--- src/rtl/spm_pkg.sv ---
// Register map, field layouts and carriers for the serial port mode control
package spm_pkg;

   localparam logic [7:0]  ADR_MODE_CTRL = 8'h14;
   localparam logic [7:0]  ADR_GUARD_PSC = 8'h18;
   localparam logic [7:0]  ADR_SYNC_CFG  = 8'h1c;
   localparam logic [7:0]  ADR_IRQ_STAT  = 8'h20;
   localparam logic [7:0]  ADR_IRQ_MASK  = 8'h24;

   localparam logic [10:0] MODE_RST      = 11'h000;
   localparam logic [15:0] GTP_RST       = 16'h0000;
   localparam logic [10:0] SYNC_RST      = 11'h000;
   localparam logic [2:0]  IRQ_RST       = 3'h0;

   // Sticky status bit positions
   localparam int          ST_CTS        = 0;
   localparam int          ST_ERR        = 1;
   localparam int          ST_TXC        = 2;
   localparam int          ST_W          = 3;

   localparam int          MUTE_BIT      = 5;
   localparam logic [7:0]  GUARD_ONE     = 8'h01;

   typedef struct packed {
      logic cts_change_irq_en;
      logic cts_flow_en;
      logic rts_flow_en;
      logic dma_tx_en_a;
      logic dma_rx_en_b;
      logic smartcard_en;
      logic smartcard_nack_en;
      logic half_duplex_en;
      logic infrared_low_power;
      logic infrared_en;
      logic error_irq_en;
   } spm_mode_t;

   typedef struct packed {
      logic [7:0] guard_time_value;
      logic [7:0] clock_prescale_value;
   } spm_gtp_t;

   typedef struct packed {
      logic       sync_clock_polarity;
      logic       sync_clock_phase;
      logic       last_bit_pulse_out;
      logic [1:0] unused;
      logic       mute;
      logic       wake_method_select;
      logic [3:0] node_address;
   } spm_sync_t;

   typedef struct packed {
      logic       valid;
      logic [8:0] frame;
      logic       idle;
      logic       parity_err;
      logic       framing_err;
      logic       overrun_err;
      logic       noise_err;
   } spm_rx_evt_t;

endpackage

--- src/rtl/spm_clkdiv.sv ---
// Programmable divider giving a tick every DIV cycles and a toggled clock
`timescale 1ns/1ps
module spm_clkdiv #(
   parameter int W = 8
) (
   input  wire logic         i_clk,
   input  wire logic         i_rst,
   input  wire logic         i_ce,
   input  wire logic         i_run,
   input  wire logic [W-1:0] i_div,
   output logic              o_tick,
   output logic              o_clk
);

   logic [W-1:0] cnt_r;
   logic         tick_r;
   logic         clk_r;

   wire          active = i_run && (i_div != '0);
   wire          wrap   = cnt_r >= (i_div - W'(1));

   // Zero divisor is reserved: divider clears to zero and stays stopped
   always_ff @(posedge i_clk) begin
      if (i_rst || (i_ce && !active)) begin
         cnt_r  <= '0;
         tick_r <= 1'b0;
         clk_r  <= 1'b0;
      end else if (i_ce) begin
         cnt_r  <= wrap ? '0 : cnt_r + W'(1);
         tick_r <= wrap;
         clk_r  <= wrap ? ~clk_r : clk_r;
      end
   end

   assign o_tick = tick_r;
   assign o_clk  = clk_r;

endmodule // spm_clkdiv

--- src/rtl/spm_sync2.sv ---
// Two-flop synchroniser for a level from outside the clock domain
`timescale 1ns/1ps
module spm_sync2 #(
   parameter logic RST_VAL = 1'b1
) (
   input  wire logic i_clk,
   input  wire logic i_rst,
   input  wire logic i_ce,
   input  wire logic i_d,
   output logic      o_q
);

   logic meta_r;
   logic q_r;

   always_ff @(posedge i_clk) begin
      if (i_rst) begin
         meta_r <= RST_VAL;
         q_r    <= RST_VAL;
      end else if (i_ce) begin
         meta_r <= i_d;
         q_r    <= meta_r;
      end
   end

   assign o_q = q_r;

endmodule // spm_sync2

--- src/rtl/spm_top.sv ---
// Serial port mode control: registers, wake, flow control, guard, clocks
//
// Summary of operation
// - Address wake mutes on a low-nibble mismatch and wakes on a match.
// - With its enable and mask bit 0 set, a clear-to-send change raises the interrupt.
// - Bit 9 enables clear-to-send flow control of the transmitter.
// - Bit 8 enables request-to-send flow control driven by the receiver.
// - Bit 7 enables DMA transmit service and bit 6 DMA receive service.
// - Bit 5 selects smartcard operation.
// - In smartcard mode with bit 4 set, a parity error triggers a NACK.
// - Bit 3 selects half-duplex single-line operation.
// - Bit 1 enables infrared; bit 2 picks prescaled low-power pulses.
// - With DMA receive, bit 0 and mask bit 1, framing, overrun or noise interrupt.
// - In smartcard mode transmit complete waits guard time baud clocks.
// - Low-power infrared divides the clock by 1 to 255; zero is reserved.
// - The card clock is the clock divided by twice prescaler bits 4:0.
// - Wake method zero wakes on an idle frame and one on an address match.
//
// The implementer's own choice: the Wishbone interface to the registers.
`timescale 1ns/1ps
module spm_top
   import spm_pkg::*;
(
   input  wire logic        i_ref_clk,
   input  wire logic        i_rst,
   input  wire logic        i_ce,
   input  wire logic        i_wb_cyc,
   input  wire logic        i_wb_stb,
   input  wire logic        i_wb_we,
   input  wire logic [7:0]  i_wb_adr,
   input  wire logic [3:0]  i_wb_sel,
   input  wire logic [31:0] i_wb_dat,
   output logic      [31:0] o_wb_dat,
   output logic             o_wb_ack,
   input  wire logic        i_cts_n,
   input  wire spm_rx_evt_t i_rx_evt,
   input  wire logic        i_rx_ready,
   input  wire logic        i_tx_enabled,
   input  wire logic        i_tx_frame_done,
   input  wire logic        i_baud_tick,
   output spm_mode_t        o_mode,
   output spm_sync_t        o_sync,
   output logic             o_irq,
   output logic             o_mute,
   output logic             o_tx_start_ok,
   output logic             o_rts_n,
   output logic             o_nack_req,
   output logic             o_tx_complete,
   output logic             o_ir_lp_tick,
   output logic             o_sc_clk
);

   spm_mode_t        mode_r;
   spm_mode_t        mode_nxt;
   spm_gtp_t         gtp_r;
   spm_gtp_t         gtp_nxt;
   spm_sync_t        sync_r;
   spm_sync_t        sync_nxt;
   logic             mute_r;
   logic             mute_nxt;
   logic [ST_W-1:0]  stat_r;
   logic [ST_W-1:0]  stat_nxt;
   logic [ST_W-1:0]  mask_r;
   logic [ST_W-1:0]  mask_nxt;
   logic             irq_r;
   logic             ack_r;
   logic [31:0]      rdat_r;
   logic             cts_s;
   logic             cts_d_r;
   logic             ok_r;
   logic             rts_n_r;
   logic             nack_r;
   logic             txc_r;
   logic             guard_busy_r;
   logic             guard_busy_nxt;
   logic [7:0]       guard_cnt_r;
   logic [7:0]       guard_cnt_nxt;

   function automatic logic [15:0] merge(input logic [15:0] old_v,
                                         input logic [15:0] m,
                                         input logic [15:0] d);
      return (old_v & ~m) | (d & m);
   endfunction

   // Bus decode
   wire        wb_req   = i_wb_cyc && i_wb_stb && !ack_r;
   wire        wb_wr    = wb_req && i_wb_we;
   wire        wb_rd    = wb_req && !i_wb_we;
   wire        hit_mode = i_wb_adr == ADR_MODE_CTRL;
   wire        hit_gtp  = i_wb_adr == ADR_GUARD_PSC;
   wire        hit_sync = i_wb_adr == ADR_SYNC_CFG;
   wire        hit_stat = i_wb_adr == ADR_IRQ_STAT;
   wire        hit_mask = i_wb_adr == ADR_IRQ_MASK;
   wire [15:0] be_mask  = {{8{i_wb_sel[1]}}, {8{i_wb_sel[0]}}};
   wire [15:0] wdat     = i_wb_dat[15:0];

   wire [15:0] mode_wr  = merge({5'h00, mode_r}, be_mask, wdat);
   wire [15:0] gtp_wr   = merge(gtp_r, be_mask, wdat);
   wire [15:0] sync_wr  = merge({5'h00, sync_r}, be_mask, wdat);
   wire [15:0] mask_wr  = merge({13'h0000, mask_r}, be_mask, wdat);

   assign mode_nxt = (wb_wr && hit_mode) ? mode_wr[10:0] : mode_r;
   assign gtp_nxt  = (wb_wr && hit_gtp) ? gtp_wr : gtp_r;
   assign mask_nxt = (wb_wr && hit_mask) ? mask_wr[ST_W-1:0] : mask_r;

   // Clock shape bits frozen while the transmitter runs
   wire        sync_lock = i_tx_enabled;
   wire [10:0] sync_cand = (wb_wr && hit_sync) ? sync_wr[10:0] : sync_r;
   assign sync_nxt = sync_lock ?
                     {sync_r[10:8], 2'b00, 1'b0, sync_cand[4:0]} :
                     {sync_cand[10:8], 2'b00, 1'b0, sync_cand[4:0]};

   // Mute control; receiver events win over a software write
   wire addr_mode  = sync_r.wake_method_select;
   wire addr_match = i_rx_evt.frame[3:0] == sync_r.node_address;
   wire sw_mute    = wb_wr && hit_sync && i_wb_sel[0];
   always_comb begin
      mute_nxt = mute_r;
      if (sw_mute) begin
         mute_nxt = wdat[MUTE_BIT];
      end
      if (addr_mode && i_rx_evt.valid) begin
         mute_nxt = !addr_match;
      end else if (!addr_mode && i_rx_evt.idle) begin
         mute_nxt = 1'b0;
      end
   end

   // Clear-to-send pin
   spm_sync2 #(
      .RST_VAL (1'b1)
   ) u_cts_sync (
      .i_clk (i_ref_clk),
      .i_rst (i_rst),
      .i_ce  (i_ce),
      .i_d   (i_cts_n),
      .o_q   (cts_s)
   );

   wire cts_edge = cts_s ^ cts_d_r;

   // Smartcard guard time before transmit complete
   wire sc_guard   = mode_r.smartcard_en &&
                     (gtp_r.guard_time_value != 8'h00);
   wire guard_done = guard_busy_r && i_baud_tick &&
                     (guard_cnt_r == GUARD_ONE);
   wire guard_arm  = i_tx_frame_done && sc_guard;
   wire txc_evt    = (i_tx_frame_done && !sc_guard) || guard_done;

   always_comb begin
      guard_busy_nxt = guard_busy_r;
      guard_cnt_nxt  = guard_cnt_r;
      if (guard_arm) begin
         guard_busy_nxt = 1'b1;
         guard_cnt_nxt  = gtp_r.guard_time_value;
      end else if (guard_done) begin
         guard_busy_nxt = 1'b0;
      end else if (guard_busy_r && i_baud_tick) begin
         guard_cnt_nxt  = guard_cnt_r - 8'h01;
      end
   end

   // Interrupt events; set wins over read clear
   wire err_any = i_rx_evt.framing_err || i_rx_evt.overrun_err ||
                  i_rx_evt.noise_err;
   wire err_evt = mode_r.dma_rx_en_b && mode_r.error_irq_en &&
                  err_any;
   wire [ST_W-1:0] ev_vec = {txc_evt, err_evt, cts_edge};
   wire [ST_W-1:0] en_vec = {2'b11, mode_r.cts_change_irq_en};
   wire            rd_clr = wb_rd && hit_stat;
   assign stat_nxt = (rd_clr ? IRQ_RST : stat_r) | ev_vec;

   // Handshake and mode outputs
   wire ok_nxt   = !mode_r.cts_flow_en || !cts_s;
   wire rts_nxt  = mode_r.rts_flow_en && !i_rx_ready;
   wire nack_nxt = mode_r.smartcard_en && mode_r.smartcard_nack_en &&
                   i_rx_evt.valid && i_rx_evt.parity_err;

   // Read data
   wire [31:0] rd_mux =
      hit_mode ? {21'h000000, mode_r} :
      hit_gtp  ? {16'h0000, gtp_r} :
      hit_sync ? {21'h000000, sync_r[10:6], mute_r, sync_r[4:0]} :
      hit_stat ? {29'h00000000, stat_r} :
      hit_mask ? {29'h00000000, mask_r} :
      32'h00000000;

   // Prescaled clocks
   wire ir_run = mode_r.infrared_en && mode_r.infrared_low_power;
   wire [7:0] sc_div = {3'h0, gtp_r.clock_prescale_value[4:0]};

   spm_clkdiv #(
      .W (8)
   ) u_ir_div (
      .i_clk  (i_ref_clk),
      .i_rst  (i_rst),
      .i_ce   (i_ce),
      .i_run  (ir_run),
      .i_div  (gtp_r.clock_prescale_value),
      .o_tick (o_ir_lp_tick),
      .o_clk  ()
   );

   spm_clkdiv #(
      .W (8)
   ) u_sc_div (
      .i_clk  (i_ref_clk),
      .i_rst  (i_rst),
      .i_ce   (i_ce),
      .i_run  (mode_r.smartcard_en),
      .i_div  (sc_div),
      .o_tick (),
      .o_clk  (o_sc_clk)
   );

   always_ff @(posedge i_ref_clk) begin
      if (i_rst) begin
         mode_r <= MODE_RST;
         gtp_r  <= GTP_RST;
         sync_r <= SYNC_RST;
         mute_r <= 1'b0;
         stat_r <= IRQ_RST;
         mask_r <= IRQ_RST;
      end else if (i_ce) begin
         mode_r <= mode_nxt;
         gtp_r  <= gtp_nxt;
         sync_r <= sync_nxt;
         mute_r <= mute_nxt;
         stat_r <= stat_nxt;
         mask_r <= mask_nxt;
      end
   end

   always_ff @(posedge i_ref_clk) begin
      if (i_rst) begin
         ack_r  <= 1'b0;
         rdat_r <= 32'h00000000;
         irq_r  <= 1'b0;
      end else if (i_ce) begin
         ack_r  <= wb_req;
         rdat_r <= wb_rd ? rd_mux : rdat_r;
         irq_r  <= |(stat_r & mask_r & en_vec);
      end
   end

   always_ff @(posedge i_ref_clk) begin
      if (i_rst) begin
         cts_d_r      <= 1'b1;
         ok_r         <= 1'b0;
         rts_n_r      <= 1'b0;
         nack_r       <= 1'b0;
         txc_r        <= 1'b0;
         guard_busy_r <= 1'b0;
         guard_cnt_r  <= 8'h00;
      end else if (i_ce) begin
         cts_d_r      <= cts_s;
         ok_r         <= ok_nxt;
         rts_n_r      <= rts_nxt;
         nack_r       <= nack_nxt;
         txc_r        <= txc_evt;
         guard_busy_r <= guard_busy_nxt;
         guard_cnt_r  <= guard_cnt_nxt;
      end
   end

   assign o_wb_dat      = rdat_r;
   assign o_wb_ack      = ack_r;
   assign o_mode        = mode_r;
   assign o_sync        = {sync_r[10:6], mute_r, sync_r[4:0]};
   assign o_irq         = irq_r;
   assign o_mute        = mute_r;
   assign o_tx_start_ok = ok_r;
   assign o_rts_n       = rts_n_r;
   assign o_nack_req    = nack_r;
   assign o_tx_complete = txc_r;
endmodule // spm_top

--- config.mk ---
export PLATFORM = sky130hd
export DESIGN_NAME = spm_top
export DESIGN_NICKNAME = d
export VERILOG_FILES = /design/src/rtl/spm_pkg.sv /design/src/rtl/spm_clkdiv.sv /design/src/rtl/spm_sync2.sv /design/src/rtl/spm_top.sv
export SDC_FILE = /design/constraint.sdc
export NUM_CORES = 1
export LEC_CHECK = 0
export ABC_AREA = 1
export BUFFER_PORTS_ARGS = -buffer_cell sky130_fd_sc_hd__buf_2
export CORE_ASPECT_RATIO = 1.2
export CORE_MARGIN = 2
export CORE_UTILIZATION = 46
export CTS_CLUSTER_DIAMETER = 30
export CTS_CLUSTER_SIZE = 24
export DETAILED_ROUTE_END_ITERATION = 6
export HOLD_SLACK_MARGIN = 0.08
export PLACE_DENSITY = 0.69
export SLEW_MARGIN = 40
export SYNTH_ARGS = -nofsm -noshare
export SYNTH_HDL_FRONTEND = slang
export SYNTH_SLANG_ARGS = --single-unit
--- constraint.sdc ---
create_clock -name i_ref_clk -period 2.7 [get_ports i_ref_clk]
set_input_delay 0.27 -clock i_ref_clk [delete_from_list [all_inputs] [get_ports i_ref_clk]]
set_output_delay 0.27 -clock i_ref_clk [all_outputs]
set_load 0.1 [all_outputs]
==> metrics.txt, run 1 <==
# TYPE chip_impl_metric gauge
chip_impl_info{name="outcome",value="finished, final reports clean"} 1
chip_impl_metric{name="clock_skew",unit="ns"} 0.00478
chip_impl_metric{name="num_antenna_cells",unit=""} 0
chip_impl_metric{name="clk_path_buf_depth",unit=""} 2
chip_impl_metric{name="vdd_ir_drop_max",unit="uV"} 281
chip_impl_metric{name="netSwitchingPower",unit="mW"} 0.806
chip_impl_metric{name="floorplan.die.height",unit="um"} 119
chip_impl_metric{name="number_of_buffer_cells_added_on_primary_ports",unit=""} 91
chip_impl_metric{name="setup_violations",unit=""} 0
chip_impl_metric{name="multiInputGateArea",unit="mm^2"} 0.00268
chip_impl_metric{name="power.share.switching",unit="%"} 27.0
chip_impl_metric{name="insertion_delay",unit="ns"} 0.34
chip_impl_metric{name="hold_viol_final",unit=""} 0
chip_impl_metric{name="syn_inst",unit=""} 694
chip_impl_metric{name="layout.nets",unit=""} 871
chip_impl_metric{name="critical_path.max_stage_delay",unit="ns"} 0.36
chip_impl_metric{name="routed_len_inst",unit="um"} 14.5
chip_impl_info{name="dominantRegCellSynth",value="dfxtp_1"} 1
chip_impl_metric{name="critical_path.max_fanout",unit=""} 7
chip_impl_metric{name="gpl.final_weighted_congestion",unit=""} 0.868
chip_impl_metric{name="drive_gt1_share",unit="%"} 18.2
chip_impl_info{name="cpMaxStageDelayCell",value="dfxtp_1"} 1
chip_impl_metric{name="yosys_warnings",unit=""} 0
chip_impl_metric{name="post_synth.cell_area_avg",unit="um^2"} 7.25
chip_impl_metric{name="sequential_cell_area",unit="mm^2"} 0.00188
chip_impl_metric{name="yosysSeqAreaShare",unit="%"} 37.4
chip_impl_metric{name="cts_buffers",unit=""} 9
chip_impl_info{name="clockRootBuffer",value="clkbuf_16"} 1
chip_impl_metric{name="dieWidth",unit="um"} 99.5
chip_impl_metric{name="synth.cell_area",unit="mm^2"} 0.00503
chip_impl_metric{name="grt_pass1_wl",unit="um"} 21300
chip_impl_info{name="critical-path-top-cell-by-count",value="nand3_1"} 1
chip_impl_metric{name="fillers",unit=""} 1053
chip_impl_info{name="start_kind",value="flop"} 1
chip_impl_metric{name="core_area",unit="mm^2"} 0.0106
chip_impl_metric{name="post_cts_hold_buffer_count",unit=""} 0
chip_impl_metric{name="p_comb_share",unit="%"} 12.2
chip_impl_metric{name="leak",unit="nW"} 2.71
chip_impl_metric{name="routed_via_density",unit=""} 5.31
chip_impl_metric{name="worst-r2r-setup-slack",unit="ns"} 0.38
chip_impl_metric{name="power.clock.fraction",unit="%"} 40.3
chip_impl_metric{name="grt_use_total",unit="%"} 22.5
chip_impl_metric{name="area_overhead_of_the_layout_relative_to_synthesis",unit="%"} 14.8
chip_impl_metric{name="number_of_antenna_violations_at_the_first_check_in_global_routing",unit=""} 0
chip_impl_metric{name="design.die.area",unit="mm^2"} 0.0118
chip_impl_metric{name="fmax",unit="MHz"} 431
chip_impl_metric{name="aggregate_negative_setup_slack",unit="ns"} 0
chip_impl_metric{name="post_layout_nonfiller_instances",unit=""} 911
chip_impl_metric{name="maximum_number_of_pins_on_one_net_before_global_route_repair",unit=""} 45
chip_impl_metric{name="first_pass_iters",unit=""} 5
chip_impl_metric{name="internal_power",unit="mW"} 2.18
chip_impl_metric{name="worst_ep_required_time",unit="ns"} 2.97
chip_impl_metric{name="whs",unit="ns"} 0.160
chip_impl_metric{name="fp-row-count",unit=""} 41
chip_impl_metric{name="postRouteWirelength",unit="um"} 13200
chip_impl_info{name="timing_worst_setup_path_type",value="reg -> reg"} 1
chip_impl_metric{name="pwr_density_cell",unit="mW/mm^2"} 516
chip_impl_metric{name="cts-htree-levels",unit=""} 3
chip_impl_metric{name="finalMaxSlewViolations",unit=""} 0
chip_impl_metric{name="postRouteAntennaNets",unit=""} 0
chip_impl_metric{name="share_seq_of_total_power",unit="%"} 47.5
chip_impl_metric{name="first_global_vias",unit=""} 4528
chip_impl_info{name="crit_path_cell_trace",value="nor3_1 > nand3_1 > nor3_1 > xor2_1 > ha_1 > a21oi_1 > o21a_1 > nand3_1 > nand2_1 > nand3_1 > nor2_1"} 1
chip_impl_metric{name="worst-path-buf-inv",unit=""} 0
chip_impl_info{name="unrepaired_setup_endpoints_after_global_routing",value="no"} 1
chip_impl_metric{name="synth_enable_flop_cells",unit=""} 0
chip_impl_metric{name="clkSinkCount",unit=""} 94
chip_impl_metric{name="detailedRoute.firstIterationViolations",unit=""} 219
chip_impl_metric{name="timing.critical_path.arrival",unit="ns"} 2.59
chip_impl_metric{name="post-route-period-util",unit="%"} 85.9
chip_impl_metric{name="post-place-cells",unit=""} 897
chip_impl_metric{name="dp_hpwl",unit="um"} 10000
chip_impl_metric{name="drc",unit=""} 0
chip_impl_metric{name="initial_core_util",unit="%"} 47.6
chip_impl_info{name="tritoncts_clock_tree",value="yes"} 1
chip_impl_metric{name="synth_cell_type_count",unit=""} 43
chip_impl_info{name="timing.critical_path.max_delay_family",value="simple AND/OR/NAND/NOR gates"} 1
chip_impl_metric{name="synth-async-reset-ratio",unit="%"} 0
chip_impl_metric{name="post_cts_setup_buffers",unit=""} 0
chip_impl_metric{name="post_cts_resize_count",unit=""} 0
chip_impl_metric{name="grt_overflow",unit=""} 0
chip_impl_metric{name="finalCriticalPeriod",unit="ns"} 2.32
chip_impl_info{name="worstSetupEndpointType",value="flop"} 1
chip_impl_metric{name="top_level_ports",unit=""} 133
chip_impl_metric{name="vias",unit=""} 4833
chip_impl_metric{name="postSynthRegisterBits",unit=""} 94
chip_impl_metric{name="clk_pin_slew",unit="ns"} 0.06
chip_impl_info{name="hold_path_class",value="in -> reg"} 1
chip_impl_metric{name="max-cap-violations",unit=""} 0
==> final cells by class <==
class	count	area share [%]
sequential	94	32.6
inverter	75	4.92
clock inverter	2	0.607
timing repair buffer	96	8.54
tap	129	2.79
clock buffer	12	4.09
multi-input combinational	503	46.5
==> cells in the final DEF, fill, tap and decap left out, types with 2 or more instances in the layout <==
cell type	synthesis	final
a21oi_1	49	49
xnor2_1	10	10
nor2_2	3	3
nand3_2	3	3
inv_1	67	67
o22ai_1	2	2
ha_1	22	22
conb_1	1	18
clkbuf_16	0	9
nand2_2	7	7
o21a_1	2	2
nor2_1	99	99
a211oi_2	4	4
nor3_1	11	11
o21ai_0	58	58
clkbuf_1	9	3
o21ai_1	8	8
o211ai_1	4	4
nand3_1	37	37
nor2_8	2	2
a41oi_1	4	4
buf_4	23	5
buf_2	5	91
nand2_1	117	117
nor2_4	4	4
xor2_1	12	12
inv_2	6	6
dfxtp_1	94	94
nand4_1	13	13
a31oi_1	4	4
==> cell usage after synthesis (5+ instances only) <==
| cell | instances | area share (%) |
|---|---|---|
| nand2_1 | 117 | 8.7 |
| nor2_1 | 99 | 7.4 |
| dfxtp_1 | 94 | 37 |
| inv_1 | 67 | 5.0 |
| o21ai_0 | 58 | 5.8 |
| a21oi_1 | 49 | 4.9 |
| nand3_1 | 37 | 3.7 |
| buf_4 | 23 | 3.4 |
| ha_1 | 22 | 5.5 |
| nand4_1 | 13 | 1.6 |
| xor2_1 | 12 | 2.1 |
| nor3_1 | 11 | 1.1 |
| xnor2_1 | 10 | 1.7 |
| clkbuf_1 | 9 | 0.67 |
| o21ai_1 | 8 | 0.80 |
| nand2_2 | 7 | 0.87 |
| inv_2 | 6 | 0.45 |
| buf_2 | 5 | 0.50 |
==> power groups by stage <==
stage	Combinational [mW]	Sequential (mW)	Clock (mW)
finish	0.363	1.42	1.20
CTS	0.364	1.42	1.23
detailed placement	0.363	1.45	0
global placement	0.359	1.45	0
floorplan	0.230	1.52	0
global route	0.383	1.42	1.28
==> cells by family after synthesis <==
logic type	share of synthesized area [%]
AOI/OAI and AO/OA	14.9
and+or+nand+nor	27.8
buffers and inverters	10.5
DFF	37.4
adders and majority gates	5.47
other	0.0745
xor gates and xnor gates	3.83
==> worst register-to-register path, delay by kind of cell (launching register included) <==
| kind | cells | cell delay, ns |
|---|---|---|
| xor gates and xnor gates | 1 | 0.17 |
| and+or+nand+nor | 7 | 1.15 |
| DFF | 1 | 0.36 |
| adders and majority gates | 1 | 0.26 |
| AOI/OAI and AO/OA | 2 | 0.30 |
==> stage by stage <==
| step | instance area [um^2] | total power [mW] | util, % | setup slack (ns) |
|---|---|---|---|---|
| 2_1_floorplan | 5100 | 1.75 | - | 0.586 |
| 3_3_place_gp | 5500 | 1.81 | 52.1 | 0.494 |
| 3_5_place_dp | 5500 | 1.81 | 52.1 | 0.395 |
| 4_1_cts | 5780 | 3.01 | 54.7 | 0.372 |
| 5_1_grt | 5780 | 3.08 | 54.7 | 0.117 |
| 6_report | 5780 | 2.98 | 54.7 | 0.380 |
==> per-layer routing <==
layer | part of all wire, % | vias up | GRT usage (%)
met1 | 40 | 2231 | 27.1
met3 | 6.5 | 29 | 3.84
met5 | 0 | - | 0
met4 | 2.8 | 0 | 8.73
li1 | - | 2408 | -
met2 | 51 | 165 | 39.4
==> worst paths after layout <==
path / startpoint / cells past startpoint / endpoint
worst max-delay path: flop / 11 / u_ir_div.cnt_r[0]
worst min-delay path: i_cts_n / 3 / u_cts_sync.meta_r
worst max register to register: flop / 11 / u_ir_div.cnt_r[0]
worst min register to register: u_cts_sync.meta_r / 2 / u_cts_sync.meta_r
No activity file was read; power rests on OpenSTA's default activity.
==> inputs of run 2 (changes only) <==
--- a/config.mk
+++ b/config.mk
@@ -14,6 +14,7 @@
 export CTS_CLUSTER_SIZE = 24
 export DETAILED_ROUTE_END_ITERATION = 6
 export HOLD_SLACK_MARGIN = 0.08
+export MAX_ROUTING_LAYER = met4
 export PLACE_DENSITY = 0.69
 export SLEW_MARGIN = 40
 export SYNTH_ARGS = -nofsm -noshare
==> run 2 against run 1 <==
- die area is the same
- fmax down 0.26%
- combinational power about the same
- clock-buffer cell count fell by 1
- register-to-register slack barely moved
- largest cell class unchanged
==> metrics.txt, run 2 (synthesized netlist as in run 1, its figures left out) <==
# TYPE chip_impl_metric gauge
chip_impl_metric{name="worst_ep_required_time",unit="ns"} 2.97
chip_impl_metric{name="core_area",unit="mm^2"} 0.0106
chip_impl_metric{name="drive_gt1_share",unit="%"} 18.5
chip_impl_info{name="outcome",value="finished, final reports clean"} 1
chip_impl_info{name="hold_path_class",value="in -> reg"} 1
chip_impl_metric{name="dpl_worst_slack",unit="ns"} 0.392
chip_impl_metric{name="cts-htree-levels",unit=""} 3
chip_impl_metric{name="postRouteWirelength",unit="um"} 13200
chip_impl_metric{name="groute.layer.met2.usage",unit="%"} 38.0
chip_impl_info{name="clockRootBuffer",value="clkbuf_16"} 1
chip_impl_metric{name="clock_skew",unit="ns"} 0.00899
chip_impl_metric{name="floorplan.die.height",unit="um"} 119
chip_impl_metric{name="post-route-period-util",unit="%"} 86.2
chip_impl_metric{name="clkSinkCount",unit=""} 94
chip_impl_metric{name="setup_violations",unit=""} 0
chip_impl_metric{name="initial_core_util",unit="%"} 47.6
chip_impl_metric{name="dp_hpwl",unit="um"} 9930
chip_impl_metric{name="post_cts_hold_buffer_count",unit=""} 0
chip_impl_metric{name="final_core_utilization",unit="%"} 55.0
chip_impl_metric{name="cts_buffers",unit=""} 9
chip_impl_info{name="start_kind",value="flop"} 1
chip_impl_metric{name="fp-row-count",unit=""} 41
chip_impl_metric{name="routed_via_density",unit=""} 5.28
chip_impl_info{name="unrepaired_setup_endpoints_after_global_routing",value="no"} 1
chip_impl_metric{name="maximum_number_of_pins_on_one_net_before_global_route_repair",unit=""} 40
chip_impl_metric{name="clk_pin_slew",unit="ns"} 0.07
chip_impl_metric{name="finalCriticalPeriod",unit="ns"} 2.33
chip_impl_info{name="commonest_cells_after_routing_fill_and_taps_aside",value="nand2_1 (117), nor2_1 (99), dfxtp_1 (94), buf_2 (91), inv_1 (67)"} 1
chip_impl_info{name="timing_worst_setup_path_type",value="reg -> reg"} 1
chip_impl_metric{name="vdd_ir_drop_max",unit="uV"} 288
chip_impl_metric{name="max-cap-violations",unit=""} 0
chip_impl_metric{name="routed_len_inst",unit="um"} 14.4
chip_impl_metric{name="fmax",unit="MHz"} 430
chip_impl_metric{name="place_area",unit="mm^2"} 0.00551
chip_impl_metric{name="detailedRoute.firstIterationViolations",unit=""} 227
chip_impl_metric{name="clk_path_buf_depth",unit=""} 2
chip_impl_metric{name="whs",unit="ns"} 0.143
chip_impl_metric{name="gpl.final_weighted_congestion",unit=""} 0.877
chip_impl_metric{name="grt_overflow",unit=""} 0
chip_impl_metric{name="vias",unit=""} 4822
chip_impl_metric{name="aggregate_negative_setup_slack",unit="ns"} 0
chip_impl_metric{name="post_cts_resize_count",unit=""} 0
chip_impl_metric{name="insertion_delay",unit="ns"} 0.35
chip_impl_info{name="grt.busiest_layer",value="met2"} 1
chip_impl_metric{name="critical_path.max_fanout",unit=""} 7
chip_impl_metric{name="num_antenna_cells",unit=""} 0
chip_impl_metric{name="postRouteAntennaNets",unit=""} 0
chip_impl_metric{name="final_critical_path_setup_slack",unit="ns"} 0.374
chip_impl_metric{name="grtUsageMet3",unit="%"} 3.08
chip_impl_metric{name="drc",unit=""} 0
chip_impl_metric{name="area_overhead_of_the_layout_relative_to_synthesis",unit="%"} 15.6
chip_impl_metric{name="first_pass_iters",unit=""} 4
chip_impl_metric{name="hold_viol_final",unit=""} 0
chip_impl_metric{name="number_of_antenna_violations_at_the_first_check_in_global_routing",unit=""} 0
chip_impl_info{name="layout_commonest_cell",value="nand2_1"} 1
chip_impl_metric{name="timing.critical_path.arrival",unit="ns"} 2.60
chip_impl_metric{name="leak",unit="nW"} 2.73
chip_impl_info{name="worstSetupEndpointType",value="flop"} 1
chip_impl_metric{name="fillers",unit=""} 1015
chip_impl_metric{name="post_cts_setup_buffers",unit=""} 0
chip_impl_metric{name="grt_use_total",unit="%"} 23.0
chip_impl_metric{name="grtUsageMet1",unit="%"} 27.1
chip_impl_metric{name="pwr_density_cell",unit="mW/mm^2"} 537
chip_impl_metric{name="final_area",unit="mm^2"} 0.00582
chip_impl_metric{name="grt_pass1_wl",unit="um"} 21100
chip_impl_metric{name="design.die.area",unit="mm^2"} 0.0118
chip_impl_metric{name="finalMaxSlewViolations",unit=""} 0
chip_impl_info{name="tritoncts_clock_tree",value="yes"} 1
chip_impl_metric{name="layout.nets",unit=""} 872
chip_impl_metric{name="number_of_buffer_cells_added_on_primary_ports",unit=""} 91
chip_impl_metric{name="top_level_ports",unit=""} 133
chip_impl_metric{name="first_global_vias",unit=""} 4474
chip_impl_metric{name="dieWidth",unit="um"} 99.5
## run 2: final cells by class
| type | instances | area, um^2 | area share, % |
|---|---|---|---|
| clock buffer | 11 | 233 | 4.00 |
| multi-input combinational | 503 | 2680 | 46.1 |
| inverter | 75 | 284 | 4.88 |
| sequential | 94 | 1880 | 32.4 |
| timing repair buffer | 97 | 500 | 8.60 |
| tap | 129 | 161 | 2.77 |
| clock inverter | 4 | 72.6 | 1.25 |
## run 2: through the flow
stage / power, mW / cells
2_1_floorplan: 1.75 / 711
3_3_place_gp: 1.81 / 898
3_5_place_dp: 1.81 / 898
4_1_cts: 3.14 / 913
5_1_grt: 3.22 / 913
6_report: 3.12 / 913
## run 2: final timing paths
kind	from	slack [ns]	cells after the start	endpoint
worst max register to register	flop	0.37	11	u_ir_div.cnt_r[4]
worst max-delay path	flop	0.37	11	u_ir_div.cnt_r[4]
worst min-delay path	i_wb_dat[11]	0.14	3	flop
worst min register to register	u_cts_sync.meta_r	0.46	2	u_cts_sync.meta_r
## run 2: worst max-delay path, cell delays in order, from the launching register on
cell and delay [ns]:
dfxtp_1 0.36, nor3_1 0.26, nand3_1 0.15, nor3_1 0.20
xor2_1 0.17, ha_1 0.25, a21oi_1 0.15, o21a_1 0.16
nand3_1 0.08, nand2_1 0.08, nand3_1 0.22, nor2_1 0.17
## run 2: routing by layer
metal | share of wire (%) | vias to the layer above
met5 | 0 | -
met2 | 49 | 143
li1 | - | 2413
met4 | 3.4 | 0
met1 | 42 | 2235
met3 | 5.3 | 31
## run 2: power breakdown
group / internal, mW / leakage (nW) / switching (mW)
Sequential: 1.40 / 0.760 / 0.0139
Clock: 0.806 / 0.146 / 0.535
Combinational: 0.0655 / 1.83 / 0.297
